--- config.mk ---
export PLATFORM = sky130hd
export DESIGN_NAME = reset_source_sequencer
export DESIGN_NICKNAME = d
export VERILOG_FILES = /design/src/logic/reset_seq_pkg.sv /design/src/logic/level_qualifier.sv /design/src/logic/reset_source_sequencer.sv
export SDC_FILE = /design/constraint.sdc
export NUM_CORES = 1
export LEC_CHECK = 0
export BUFFER_PORTS_ARGS = -buffer_cell sky130_fd_sc_hd__buf_2
export CORE_MARGIN = 1
export CORE_UTILIZATION = 47
export DETAILED_ROUTE_END_ITERATION = 10
export PLACE_DENSITY = 0.69
export SYNTH_ARGS = -nofsm -noshare
export SYNTH_HDL_FRONTEND = slang
export SYNTH_SLANG_ARGS = --single-unit
--- constraint.sdc ---
create_clock -name REF_CLK_I -period 1.9 [get_ports REF_CLK_I]
set_clock_uncertainty 0.15 [all_clocks]
set_input_delay 0.19 -clock REF_CLK_I [delete_from_list [all_inputs] [get_ports REF_CLK_I]]
set_output_delay 0.19 -clock REF_CLK_I [all_outputs]
set_load 0.03 [all_outputs]
--- src/logic/reset_seq_pkg.sv ---
package reset_seq_pkg;

	// ----------------------------------------
	// Clock and pin timing
	// ----------------------------------------
	localparam int CLK_PERIOD_NS   = 100;
	localparam int PIN_LOW_MIN_NS  = 50;
	localparam int PIN_LOW_CYCLES_RAW = (PIN_LOW_MIN_NS + CLK_PERIOD_NS - 1) / CLK_PERIOD_NS;
	localparam int PIN_LOW_CYCLES  = (PIN_LOW_CYCLES_RAW < 1) ? 1 : PIN_LOW_CYCLES_RAW;
	localparam int SUPPLY_CYCLES   = 1;

	// ----------------------------------------
	// Start-up delay in watchdog oscillator ticks
	// ----------------------------------------
	localparam int SHORT_STARTUP_TICKS = 1024;
	localparam int LONG_STARTUP_TICKS  = 16384;
	localparam int TICK_CNT_W          = 15;

	// ----------------------------------------
	// Reset vector and flag layout
	// ----------------------------------------
	localparam int         FETCH_ADDR_W    = 12;
	localparam logic [11:0] RESET_VECTOR   = 12'h000;
	localparam int         FLAG_PIN_BIT    = 1;
	localparam int         FLAG_SUPPLY_BIT = 0;
	localparam logic [1:0] FLAGS_RESET     = 2'h0;

	typedef enum logic [1:0] {
		ST_HOLD,
		ST_COUNT,
		ST_RUN
	} seq_state_type;

endpackage

--- src/logic/level_qualifier.sv ---
`timescale 1ns/10ps
// ----------------------------------------
// Two-flop synchroniser followed by a persistence filter
// ----------------------------------------
module level_qualifier #(
	parameter int HOLD_CYCLES = 1
) (
	// Clock and reset
	input  wire logic clk_i,
	input  wire logic rst_n_i,
	// Level in and qualified level out
	input  wire logic level_i,
	output logic      qualified_o
);

	localparam int CNT_W = $clog2(HOLD_CYCLES + 1);

	logic             meta_ff;
	logic             sync_ff;
	logic [CNT_W-1:0] run_ff;
	logic [CNT_W-1:0] nxt_run;
	logic             qual_ff;
	logic             nxt_qual;

	generate
		if (HOLD_CYCLES < 1) begin : g_bad
			$error("level_qualifier: HOLD_CYCLES must be at least 1");
		end
	endgenerate

	// Level must persist the full time; drop is immediate
	always_comb begin
		nxt_run  = run_ff;
		nxt_qual = qual_ff;
		if (!sync_ff) begin
			nxt_run  = '0;
			nxt_qual = 1'b0;
		end else if (run_ff < CNT_W'(HOLD_CYCLES - 1)) begin
			nxt_run = run_ff + CNT_W'(1);
		end else begin
			nxt_qual = 1'b1;
		end
	end

	always_ff @(posedge clk_i or negedge rst_n_i) begin
		if (!rst_n_i) begin
			meta_ff <= 1'b0;
			sync_ff <= 1'b0;
			run_ff  <= '0;
			qual_ff <= 1'b0;
		end else begin
			meta_ff <= level_i;
			sync_ff <= meta_ff;
			run_ff  <= nxt_run;
			qual_ff <= nxt_qual;
		end
	end

	assign qualified_o = qual_ff;

endmodule

--- src/logic/reset_source_sequencer.sv ---
`timescale 1ns/10ps
// How it works
// - Power-on, pin and watchdog expiry are the only sources; any one resets all.
// - Core stays reset while the supply detector reports supply below threshold.
// - Pin low longer than 50 ns is a reset; driver must hold that long.
// - Watchdog expiry resets only while the watchdog is enabled.
// - During reset I/O registers are initialised; fetch restarts at address zero.
// - Release delay counts oscillator ticks: 1K if short start-up, else 16K.
// - After power-on, the tick timer holds the core until the delay elapses.
// - Pin held low after power-on extends reset; counting starts at release.
// - Two sticky flags record pin and supply-low resets until software clears them; watchdog expiry sets neither.
module reset_source_sequencer #(
	parameter int SHORT_TICKS = reset_seq_pkg::SHORT_STARTUP_TICKS,
	parameter int LONG_TICKS  = reset_seq_pkg::LONG_STARTUP_TICKS
) (
	// Clock and reset
	input  wire logic                                   REF_CLK_I,
	input  wire logic                                   RESETN_I,
	// Reset sources
	input  wire logic                                   SUPPLY_LOW_I,
	input  wire logic                                   EXT_RESETN_I,
	input  wire logic                                   WDT_EXPIRE_I,
	input  wire logic                                   WDT_ENABLE_I,
	// Delay timebase and selection
	input  wire logic                                   WDT_OSC_TICK_I,
	input  wire logic                                   SHORT_STARTUP_SELECT_I,
	// Flag clear from software
	input  wire logic [1:0]                             FLAG_CLEAR_I,
	// Core control
	output logic                                        CORE_RESETN_O,
	output logic                                        IO_INIT_O,
	output logic [reset_seq_pkg::FETCH_ADDR_W-1:0]      FETCH_ADDR_O,
	// Reset source flags
	output logic                                        PIN_RESET_FLAG_O,
	output logic                                        SUPPLY_ON_RESET_FLAG_O
);

	localparam int CW = reset_seq_pkg::TICK_CNT_W;

	// ----------------------------------------
	// Parameter checks
	// ----------------------------------------
	generate
		if (SHORT_TICKS < 1 || LONG_TICKS < 1 || SHORT_TICKS > 2**CW || LONG_TICKS > 2**CW) begin : g_bad
			$error("reset_source_sequencer: tick counts out of range");
		end
		// Flag word is two bits, one per held source
		if (reset_seq_pkg::FLAG_PIN_BIT == reset_seq_pkg::FLAG_SUPPLY_BIT
			|| reset_seq_pkg::FLAG_PIN_BIT > 1 || reset_seq_pkg::FLAG_SUPPLY_BIT > 1) begin : g_flag_bits
			$error("reset_source_sequencer: flag bit positions invalid");
		end
		if ($bits(reset_seq_pkg::RESET_VECTOR) != reset_seq_pkg::FETCH_ADDR_W) begin : g_vector
			$error("reset_source_sequencer: reset vector width differs from fetch address");
		end
	endgenerate

	// ----------------------------------------
	// Source qualification
	// ----------------------------------------
	logic supply_low;
	logic pin_low;

	level_qualifier #(
		.HOLD_CYCLES (reset_seq_pkg::SUPPLY_CYCLES)
	) u_supply_q (
		.clk_i       (REF_CLK_I),
		.rst_n_i     (RESETN_I),
		.level_i     (SUPPLY_LOW_I),
		.qualified_o (supply_low)
	);

	level_qualifier #(
		.HOLD_CYCLES (reset_seq_pkg::PIN_LOW_CYCLES)
	) u_pin_q (
		.clk_i       (REF_CLK_I),
		.rst_n_i     (RESETN_I),
		.level_i     (~EXT_RESETN_I),
		.qualified_o (pin_low)
	);

	// ----------------------------------------
	// Settling after reset
	// ----------------------------------------
	// A held source needs the synchroniser and filter to show up; counting before
	// then could let an early tick release the core while the supply is still low
	localparam int SETTLE_CYCLES = 2 + ((reset_seq_pkg::SUPPLY_CYCLES > reset_seq_pkg::PIN_LOW_CYCLES) ?
		reset_seq_pkg::SUPPLY_CYCLES : reset_seq_pkg::PIN_LOW_CYCLES);
	localparam int SW            = $clog2(SETTLE_CYCLES + 1);

	logic [SW-1:0] settle_ff;
	logic [SW-1:0] nxt_settle;
	logic          settled;

	always_comb begin
		nxt_settle = settle_ff;
		if (settle_ff != SW'(SETTLE_CYCLES)) begin
			nxt_settle = settle_ff + SW'(1);
		end
	end

	always_ff @(posedge REF_CLK_I or negedge RESETN_I) begin
		if (!RESETN_I) begin
			settle_ff <= '0;
		end else begin
			settle_ff <= nxt_settle;
		end
	end

	assign settled = (settle_ff == SW'(SETTLE_CYCLES));

	// ----------------------------------------
	// Sequencer
	// ----------------------------------------
	reset_seq_pkg::seq_state_type state_ff;
	reset_seq_pkg::seq_state_type nxt_state;
	logic [CW-1:0]                tick_cnt_ff;
	logic [CW-1:0]                nxt_tick_cnt;
	logic [CW-1:0]                terminal_ff;
	logic [CW-1:0]                nxt_terminal;
	logic                         core_resetn_ff;
	logic                         nxt_core_resetn;
	logic                         io_init_ff;
	logic                         nxt_io_init;
	logic [reset_seq_pkg::FETCH_ADDR_W-1:0] fetch_addr_ff;
	logic                         wdt_hit;
	logic                         hold_req;

	// Expiry is already in this domain; a held expiry simply keeps restarting
	assign wdt_hit  = WDT_EXPIRE_I & WDT_ENABLE_I;
	assign hold_req = supply_low | pin_low | ~settled;

	always_comb begin
		nxt_state    = state_ff;
		nxt_tick_cnt = tick_cnt_ff;
		nxt_terminal = terminal_ff;
		case (state_ff)
			reset_seq_pkg::ST_HOLD: begin
				nxt_tick_cnt = '0;
				// Counting begins only on release of every held source
				if (!hold_req) begin
					nxt_state = reset_seq_pkg::ST_COUNT;
				end
			end
			reset_seq_pkg::ST_COUNT: begin
				if (WDT_OSC_TICK_I) begin
					nxt_tick_cnt = tick_cnt_ff + CW'(1);
				end
				// Ticks counted in full before release
				if (WDT_OSC_TICK_I && tick_cnt_ff == terminal_ff) begin
					nxt_state = reset_seq_pkg::ST_RUN;
				end
			end
			reset_seq_pkg::ST_RUN: begin
				nxt_tick_cnt = '0;
			end
			default: begin
				nxt_state = reset_seq_pkg::ST_HOLD;
			end
		endcase
		// Any source restarts the delay from zero
		if (hold_req) begin
			nxt_state    = reset_seq_pkg::ST_HOLD;
			nxt_tick_cnt = '0;
		end else if (wdt_hit) begin
			nxt_state    = reset_seq_pkg::ST_COUNT;
			nxt_tick_cnt = '0;
		end
		// Selection is latched at each restart so a change mid-count is harmless
		if (hold_req || wdt_hit || state_ff == reset_seq_pkg::ST_HOLD) begin
			nxt_terminal = SHORT_STARTUP_SELECT_I ? CW'(SHORT_TICKS - 1) : CW'(LONG_TICKS - 1);
		end
		nxt_core_resetn = (nxt_state == reset_seq_pkg::ST_RUN);
		nxt_io_init     = !nxt_core_resetn;
	end

	always_ff @(posedge REF_CLK_I or negedge RESETN_I) begin
		if (!RESETN_I) begin
			state_ff       <= reset_seq_pkg::ST_HOLD;
			tick_cnt_ff    <= '0;
			terminal_ff    <= CW'(LONG_TICKS - 1);
			core_resetn_ff <= 1'b0;
			io_init_ff     <= 1'b1;
			fetch_addr_ff  <= reset_seq_pkg::RESET_VECTOR;
		end else begin
			state_ff       <= nxt_state;
			tick_cnt_ff    <= nxt_tick_cnt;
			terminal_ff    <= nxt_terminal;
			core_resetn_ff <= nxt_core_resetn;
			io_init_ff     <= nxt_io_init;
			fetch_addr_ff  <= reset_seq_pkg::RESET_VECTOR;
		end
	end

	// ----------------------------------------
	// Reset source flags
	// ----------------------------------------
	logic [1:0] flags_ff;
	logic [1:0] nxt_flags;

	// Set beats clear so a reset in the clear cycle is still recorded
	always_comb begin
		nxt_flags = flags_ff & ~FLAG_CLEAR_I;
		if (supply_low) begin
			nxt_flags[reset_seq_pkg::FLAG_SUPPLY_BIT] = 1'b1;
		end
		if (pin_low) begin
			nxt_flags[reset_seq_pkg::FLAG_PIN_BIT] = 1'b1;
		end
	end

	always_ff @(posedge REF_CLK_I or negedge RESETN_I) begin
		if (!RESETN_I) begin
			flags_ff <= reset_seq_pkg::FLAGS_RESET;
		end else begin
			flags_ff <= nxt_flags;
		end
	end

	assign CORE_RESETN_O          = core_resetn_ff;
	assign IO_INIT_O              = io_init_ff;
	assign FETCH_ADDR_O           = fetch_addr_ff;
	assign PIN_RESET_FLAG_O       = flags_ff[reset_seq_pkg::FLAG_PIN_BIT];
	assign SUPPLY_ON_RESET_FLAG_O = flags_ff[reset_seq_pkg::FLAG_SUPPLY_BIT];

endmodule

==> results of run 1 <==
==> cell usage in the layout (no fill, tap or decap), types with 2 or more instances in the layout <==
cell type / count
dfrtp_1: 28
nor2_1: 15
buf_2: 13
conb_1: 12
nand2_1: 8
xnor2_1: 8
inv_1: 7
dlygate4sd3_1: 6
nand4_1: 5
clkbuf_4: 5
buf_4: 5
nand3_1: 4
nor3_1: 4
mux2i_1: 3
a211oi_1: 3
nor4_1: 3
xor2_1: 3
dfstp_2: 2
nor3b_1: 2
a21o_1: 2
a31o_2: 2
a21oi_1: 2
or3_1: 2
ha_1: 2
clkinv_2: 2
==> cell families after synthesis <==
group                      Yosys count  share of synthesized area
and+or+nand+nor                     50                      0.188
buffers and inverters               21                     0.0878
adders and majority gates            2                     0.0176
muxes                                4                     0.0290
DFF                                 30                      0.529
AOI/OAI and AO/OA                   15                     0.0790
other                                1                    0.00263
xor gates and xnor gates            11                     0.0676
==> through the flow <==
stage               area [sq um]  worst slack [ns]
floorplan                   1470             0.216
global placement            1510             0.193
detailed placement          1510             0.158
CTS                         1620             0.148
global route                1620            0.0177
finish                      1620             0.150
==> worst register-to-register path: stages, from the launching register on <==
cell and delay [ns]:
dfrtp_1 0.44, or4_1 0.49, mux2i_1 0.14, a32oi_1 0.17
a211o_1 0.30
==> registers in the layout, indices dropped and copies added (netlist names) <==
register	cells
CORE_RESETN_O	1
terminal_ff	1
tick_cnt_ff	15
u_supply_q.sync_ff	1
u_pin_q.meta_ff	1
u_pin_q.qualified_o	1
u_supply_q.meta_ff	1
settle_ff	2
IO_INIT_O	1
flags_ff	2
u_supply_q.qualified_o	1
state_ff	2
u_pin_q.sync_ff	1
==> routing by layer <==
| metal | wire [um] | vias up | GRT usage |
|---|---|---|---|
| li1 | - | 494 | - |
| met1 | 1060 | 453 | 0.206 |
| met2 | 1020 | 27 | 0.259 |
| met3 | 134 | 6 | 0.0703 |
| met4 | 59 | 0 | 0.0941 |
| met5 | 0 | - | 0 |
==> what timing repair did <==
action / in CTS / in global routing
hold buffers: 6 / 0
endpoints found under the hold margin: 33 / 0
resized for setup: 0 / 0
==> power by group <==
group | internal [W] | switching (W) | total [W]
combinational | 0.0000293 | 0.0000690 | 0.0000984
sequential | 0.000651 | 0.00000732 | 0.000659
clock | 0.000141 | 0.000210 | 0.000350
total | 0.000821 | 0.000286 | 0.00111
==> worst min path at each step <==
stage	cells past startpoint	endpoint	slack, ns	from
final	4	tick_cnt_ff[14]	0.11	WDT_EXPIRE_I
after CTS	4	tick_cnt_ff[14]	0.08	WDT_ENABLE_I
after floorplan	0	CORE_RESETN_O	-0.26	RESETN_I
after global routing	4	tick_cnt_ff[14]	0.13	WDT_EXPIRE_I
after global placement	1	settle_ff[0]	0.09	RESETN_I
after detailed placement	1	settle_ff[1]	0.10	RESETN_I
==> layout make-up <==
class / count / share of cell area
clock inverter: 2 / 0.00618
multi-input combinational: 94 / 0.363
clock buffer: 6 / 0.0255
timing repair buffer: 24 / 0.100
inverter: 7 / 0.0162
tap: 31 / 0.0239
sequential: 30 / 0.465
==> impl_metrics.toml, run 1 <==
[yosys]
ys_seq_area_frac = 0.529
ys_warn_count = 0
ys_top_cells_by_area = "dfrtp_1 49%, buf_4 6.3%, xnor2_1 4.9%"
synth_top_area_frac = 0.492
async_flop_share = 1.00
synthesis.area_sq_um = 1430
ys_types = 37
synth_edf_count = 0
syn_inst = 134
yosys.area.top_type = "dfrtp_1"
synth.most_common_cell = "dfrtp_1"
ys_ff_latch = 30
ys.flop_type = "dfrtp_1"
syn_avg_cell_area_sq_um = 10.6
synthTopCellsByCount = "28 x dfrtp_1, 15 x nor2_1, 12 x buf_4"

[placement]
port-buffer-count = 13
placed_cells = 180
place.gp.congestion = 0.787
post-dp-hpwl_mm = 1.63

[detailed_routing]
drc = 8
wirelength_mm = 2.27
viasPerCell = 5.05
ant_nets = 0
dr_total_vias = 980
first_iter_violations = 47
wire_per_inst_um = 11.7
dr.pass1.iters = 7

[worst_setup_path]
cp.buffers_inverters = 0
max_stage_delay_ns = 0.49
arrival_ns = 1.86
r2r_start = "tick_cnt_ff[11]"
crit_cells = 4
cpLargestDelayFamily = "simple AND/OR/NAND/NOR gates"
startpoint = "tick_cnt_ff[11]"
endpoint = "IO_INIT_O"
startpoint_type = "flop"
worstSetupEndpointType = "flop"
path_max_fanout = 6
crit_slowest_cell = "or4_1"
crit_path_cell_trace = "or4_1 -> mux2i_1 -> a32oi_1 -> a211o_1"
reg2reg_slack_ns = 0.15
cp.required_ns = 2.01
rr_worst_depth = 4
critical_path_class = "flop to flop"
r2r_end = "IO_INIT_O"

[timing]
finalHoldViolations = 0
setup_violations = 0
finalMaxSlewViolations = 0
fin_tns_setup_ns = 0
max_slew.worst_pin.slew_ns = 0.632
grt_setup_unrepaired = "no"
relSlewSlack = 0.579
hold_slack_ns = 0.106
period_minus_slack_ns = 1.75
max_freq_mhz = 572
period_share = 0.921

[floorplanning]
fp.dieW_um = 57.1
die-area_sq_um = 3260
io_pins = 26
start_util = 0.508
rows = 19
fp.dieH_um = 57.1
coreArea_sq_um = 2810

[cells_and_area]
fillers = 240
layoutNonFillerInstCount = 194
drive_above_1_share = 0.209
multi_input_area_sq_um = 588
fin_util = 0.578
register_area_sq_um = 753
final_nets = 174
syn_to_final_growth_pct = 13.7
antenna_cells = 0

[cts]
htreeDepth = 2
cts_tree = "done"
path_clk_slew_ns = 0.09
cts_buffers = 5
clockRootBuffer = "clkbuf_4"
cts_max_path_buffers = 2
clock_latency_ns = 0.33
cts_setup_buffers = 0
cts_sinks = 30

[global_routing]
grt_pass1_vias = 938
grtUsageTotal = 0.170
antenna_found_initial = 0
grt_overflow = 0
grt_max_degree = 31
grt_pass1_wl_mm = 4.08

[status]
status = "complete, but fails checks"
violations = "DRC"

[flow_run]
drv_cap = 0

[power]
p_leak_nw = 0.714
ir_worst_vdd_uv = 372
fin_total_pwr_w = 0.00111
powerDensity_nw_per_um2 = 683

[hold_path]
hold_class = "input pin to flop"
(Power assumes the default switching activity.)
==> run 2, diff against run 1 <==
clock period = 1.7 ns   (was 1.9 ns; I/O delays follow)
==> run 2 against run 1 <==
Net effect: the flow still finishes with violations (DRC); sequential power up 12%; final area up 9.0%; cell count up 4.6%.
==> impl_metrics.toml, run 2 (synthesis gave the netlist of run 1 again) <==
[detailed_routing]
dr.pass1.iters = 7
dr_total_vias = 1068
drc = 8
first_iter_violations = 25
wire_per_inst_um = 12.2
wirelength_mm = 2.48
ant_nets = 0
viasPerCell = 5.26

[status]
status = "complete, but fails checks"
violations = "DRC"

[cells_and_area]
layoutNonFillerInstCount = 203
final_cell_mix = "28 x dfrtp_1, 15 x nor2_1, 14 x buf_4, 13 x buf_2, 12 x conb_1"
fin_area_sq_um = 1770
antenna_cells = 0
syn_to_final_growth_pct = 24.0
drive_above_1_share = 0.297
final_nets = 183
multi_input_area_sq_um = 639
largest_reg_flops = 15
register_area_sq_um = 753
fin_util = 0.630
fillers = 238
regMostFlops = "tick_cnt_ff"
final_common_cell = "dfrtp_1"

[worst_setup_path]
arrival_ns = 1.81
startpoint_type = "flop"
r2r_start = "terminal_ff[12]"
critical_path_class = "flop to flop"
path_max_fanout = 4
reg2reg_slack_ns = 0.002
cp.required_ns = 1.81
r2r_end = "IO_INIT_O"
rr_worst_depth = 4
worstSetupEndpointType = "flop"

[timing]
relSlewSlack = 0.578
period_minus_slack_ns = 1.70
finalHoldViolations = 0
grt_setup_unrepaired = "yes"
max_freq_mhz = 589
finalMaxSlewViolations = 0
setup_violations = 0
period_share = 0.999
max_slew.worst_pin.slew_ns = 0.633

[placement]
post-dp-hpwl_mm = 1.79
dpl_cell_area_sq_um = 1580
place.gp.congestion = 0.761
port-buffer-count = 13
placed_cells = 189

[power]
powerDensity_nw_per_um2 = 774
ir_worst_vdd_uv = 631
p_leak_nw = 0.789

[global_routing]
grt_pass1_wl_mm = 4.28
antenna_found_initial = 0
grtUsageTotal = 0.179
grt_overflow = 0
grt_pass1_vias = 1040
grt_max_degree = 31

[cts]
htreeDepth = 2
clock_latency_ns = 0.33
cts_setup_buffers = 0
cts_tree = "done"
cts_buffers = 5
clockRootBuffer = "clkbuf_4"
cts_sinks = 30
path_clk_slew_ns = 0.09
cts_max_path_buffers = 2

[floorplanning]
fp.dieH_um = 57.1
start_util = 0.508
die-area_sq_um = 3260
rows = 19
coreArea_sq_um = 2810
fp.dieW_um = 57.1
io_pins = 26

[flow_run]
drv_cap = 0

[hold_path]
hold_end = "tick_cnt_ff[14]"
hold_path_depth = 4
hold_class = "input pin to flop"
hp-start = "WDT_ENABLE_I"
==> run 2: cell count changes in the layout (fill, tap and decap cells not counted), moves of 2 or more <==
cell	delta
buf_4	+9
clkbuf_8	+3
clkinv_2	-2
nor4_1	-2
==> run 2: layout make-up <==
class / instances / share of cell area
sequential: 30 / 0.426
multi-input combinational: 94 / 0.362
timing repair buffer: 33 / 0.130
clock buffer: 8 / 0.0446
tap: 31 / 0.0220
inverter: 7 / 0.0149
==> run 2: metal layers <==
metal	global-route usage	vias to the layer above	part of all wire
met5	0	-	0
met4	0.105	0	0.028
met3	0.0544	9	0.057
met2	0.289	33	0.49
met1	0.212	509	0.42
li1	-	517	-
==> run 2: per-stage QoR <==
step           hold slack [ns]   TNS, ns  setup WS, ns  total power (W)
6_report                 0.105         0       0.00167          0.00137
2_1_floorplan           -0.276         0        0.0165         0.000835
5_1_grt                  0.118    -0.136       -0.0624          0.00143
3_5_place_dp            0.0809  -0.00393      -0.00393         0.000855
4_1_cts                 0.0842         0        0.0189          0.00139
3_3_place_gp            0.0689         0        0.0125         0.000852
==> run 2: worst max path at each step <==
stage                         start         endpoint  slack, ns
floorplan           tick_cnt_ff[10]        IO_INIT_O       0.02
global placement    terminal_ff[12]        IO_INIT_O       0.01
detailed placement  terminal_ff[12]        IO_INIT_O     -0.004
CTS                     state_ff[1]  tick_cnt_ff[12]       0.02
global route        terminal_ff[12]        IO_INIT_O      -0.06
finish              terminal_ff[12]        IO_INIT_O      0.002
==> run 2: report_power, final <==
part / leakage [nW] / internal (W) / switching [W]
clock network: 0.0446 / 0.000282 / 0.000230
logic: 0.364 / 0.0000375 / 0.0000828
registers: 0.380 / 0.000728 / 0.00000685
==> run 2: critical path: stages (launching register included) <==
cell	delay [ns]
dfstp_2	0.39
or4_1	0.50
mux2i_1	0.18
a32oi_2	0.17
a211o_1	0.25
==> run 2: timing repair <==
item	4_1_cts	5_1_grt
resized for setup	1	8
setup endpoints to repair	1	20
pin swaps	2	3
hold endpoints to repair	33	0
hold buffers	6	0
==> run 3, diff against run 2 <==
MAX_ROUTING_LAYER = met4   (was default)
==> run 3 against run 2 <==
Net effect: the flow still finishes with violations (DRC); total power hardly changed; routed wire length about the same; via count down 0.56%; maximum frequency hardly changed; utilization stayed put; combinational power about the same; first-iteration DRC count decreased by 8.0%; register-to-register slack about the same; highest routed layer unchanged.
==> impl_metrics.toml, run 3 (synthesis gave the netlist of run 1 again) <==
[placement]
placed_cells = 189
dp_slack_ns = -0.00393
place.gp.congestion = 0.771
port-buffer-count = 13
post-dp-hpwl_mm = 1.79

[cells_and_area]
regMostFlops = "tick_cnt_ff"
drive_above_1_share = 0.297
largest_reg_flops = 15
final_common_cell = "dfrtp_1"
syn_to_final_growth_pct = 24.0
final_cell_mix = "28 x dfrtp_1, 15 x nor2_1, 14 x buf_4, 13 x buf_2, 12 x conb_1"
layoutNonFillerInstCount = 203
antenna_cells = 0
final_nets = 183

[detailed_routing]
wire_per_inst_um = 12.2
first_iter_violations = 23
drc = 8
dr_total_vias = 1062
wirelength_mm = 2.48
dr.pass1.iters = 7
ant_nets = 0
viasPerCell = 5.23

[status]
status = "complete, but fails checks"
violations = "DRC"

[worst_setup_path]
critical_path_class = "flop to flop"
startpoint_type = "flop"
cp.required_ns = 1.81
arrival_ns = 1.81
path_max_fanout = 4
worstSetupEndpointType = "flop"

[power]
fin_total_pwr_w = 0.00137
p_leak_nw = 0.789
ir_worst_vdd_uv = 628
powerDensity_nw_per_um2 = 774

[timing]
finalHoldViolations = 0
setup_violations = 0
grt_setup_unrepaired = "yes"
layout_setup_ws_ns = 0.00168
finalMaxSlewViolations = 0
period_share = 0.999
max_slew.worst_pin.slew_ns = 0.632
relSlewSlack = 0.579
period_minus_slack_ns = 1.70
max_freq_mhz = 589

[global_routing]
grt_max_degree = 31
grt_overflow = 0
grt_pass1_vias = 1035
grtUsageTotal = 0.185
grt_pass1_wl_mm = 4.29
antenna_found_initial = 0

[floorplanning]
rows = 19
fp.dieH_um = 57.1
io_pins = 26
coreArea_sq_um = 2810
start_util = 0.508
fp.dieW_um = 57.1
die-area_sq_um = 3260

[flow_run]
drv_cap = 0

[cts]
cts_setup_buffers = 0
cts_buffers = 5
clockRootBuffer = "clkbuf_4"
cts_tree = "done"
cts_sinks = 30
cts_max_path_buffers = 2
htreeDepth = 2
path_clk_slew_ns = 0.09
clock_latency_ns = 0.33

[hold_path]
hold_class = "input pin to flop"
==> run 3: power by group <==
| part | total (W) | internal, W | switching [W] |
|---|---|---|---|
| clock network | 0.000512 | 0.000282 | 0.000230 |
| registers | 0.000735 | 0.000728 | 0.00000684 |
| logic | 0.000120 | 0.0000375 | 0.0000829 |
==> run 3: path summary, 6_finish.rpt <==
kind                                       from              end  slack [ns]  depth (start not counted)
worst max register to register  terminal_ff[12]        IO_INIT_O       0.002                          4
worst min-delay path               WDT_ENABLE_I  tick_cnt_ff[14]        0.10                          4
min in group asynchronous              RESETN_I     settle_ff[1]        0.24                          2
worst min register to register  u_pin_q.meta_ff  u_pin_q.sync_ff        0.20                          0
max in group asynchronous              RESETN_I   tick_cnt_ff[8]        0.74                          2
worst max-delay path            terminal_ff[12]        IO_INIT_O       0.002                          4
==> run 3: per-stage QoR <==
stage          utilization  instance area (sq um)  TNS (ns)  hold slack, ns
3_3_place_gp         0.562                   1580         0          0.0689
6_report             0.630                   1770         0           0.104
2_1_floorplan            -                   1470         0          -0.276
5_1_grt              0.630                   1770    -0.136           0.118
3_5_place_dp         0.562                   1580  -0.00393          0.0809
4_1_cts              0.614                   1720         0          0.0842
==> run 3: critical path, cell delays in order (launching register included) <==
cell and delay (ns):
dfstp_2 0.39, or4_1 0.50, mux2i_1 0.18, a32oi_2 0.17
a211o_1 0.25
==> run 3: what timing repair did <==
action,4_1_cts,5_1_grt
hold endpoints to repair,33,0
pin swaps,2,3
hold buffers,6,0
setup endpoints to repair,1,20
resized for setup,1,8
==> run 3: cell type report <==
type                    instances  area, sq um
clock buffers                   8         78.8
inverters                       7         26.3
multi-input cells              94          639
well taps                      31         38.8
repair buffers                 33          230
fillers                       238         1040
flip-flops and latches         30          753
==> run 3: per-layer routing <==
metal / track usage / wire (um) / vias to the layer above
met5: - / 0 / -
met4: 0.105 / 68 / 0
met3: 0.0544 / 149 / 9
met2: 0.287 / 1210 / 33
met1: 0.215 / 1050 / 504
li1: - / - / 516
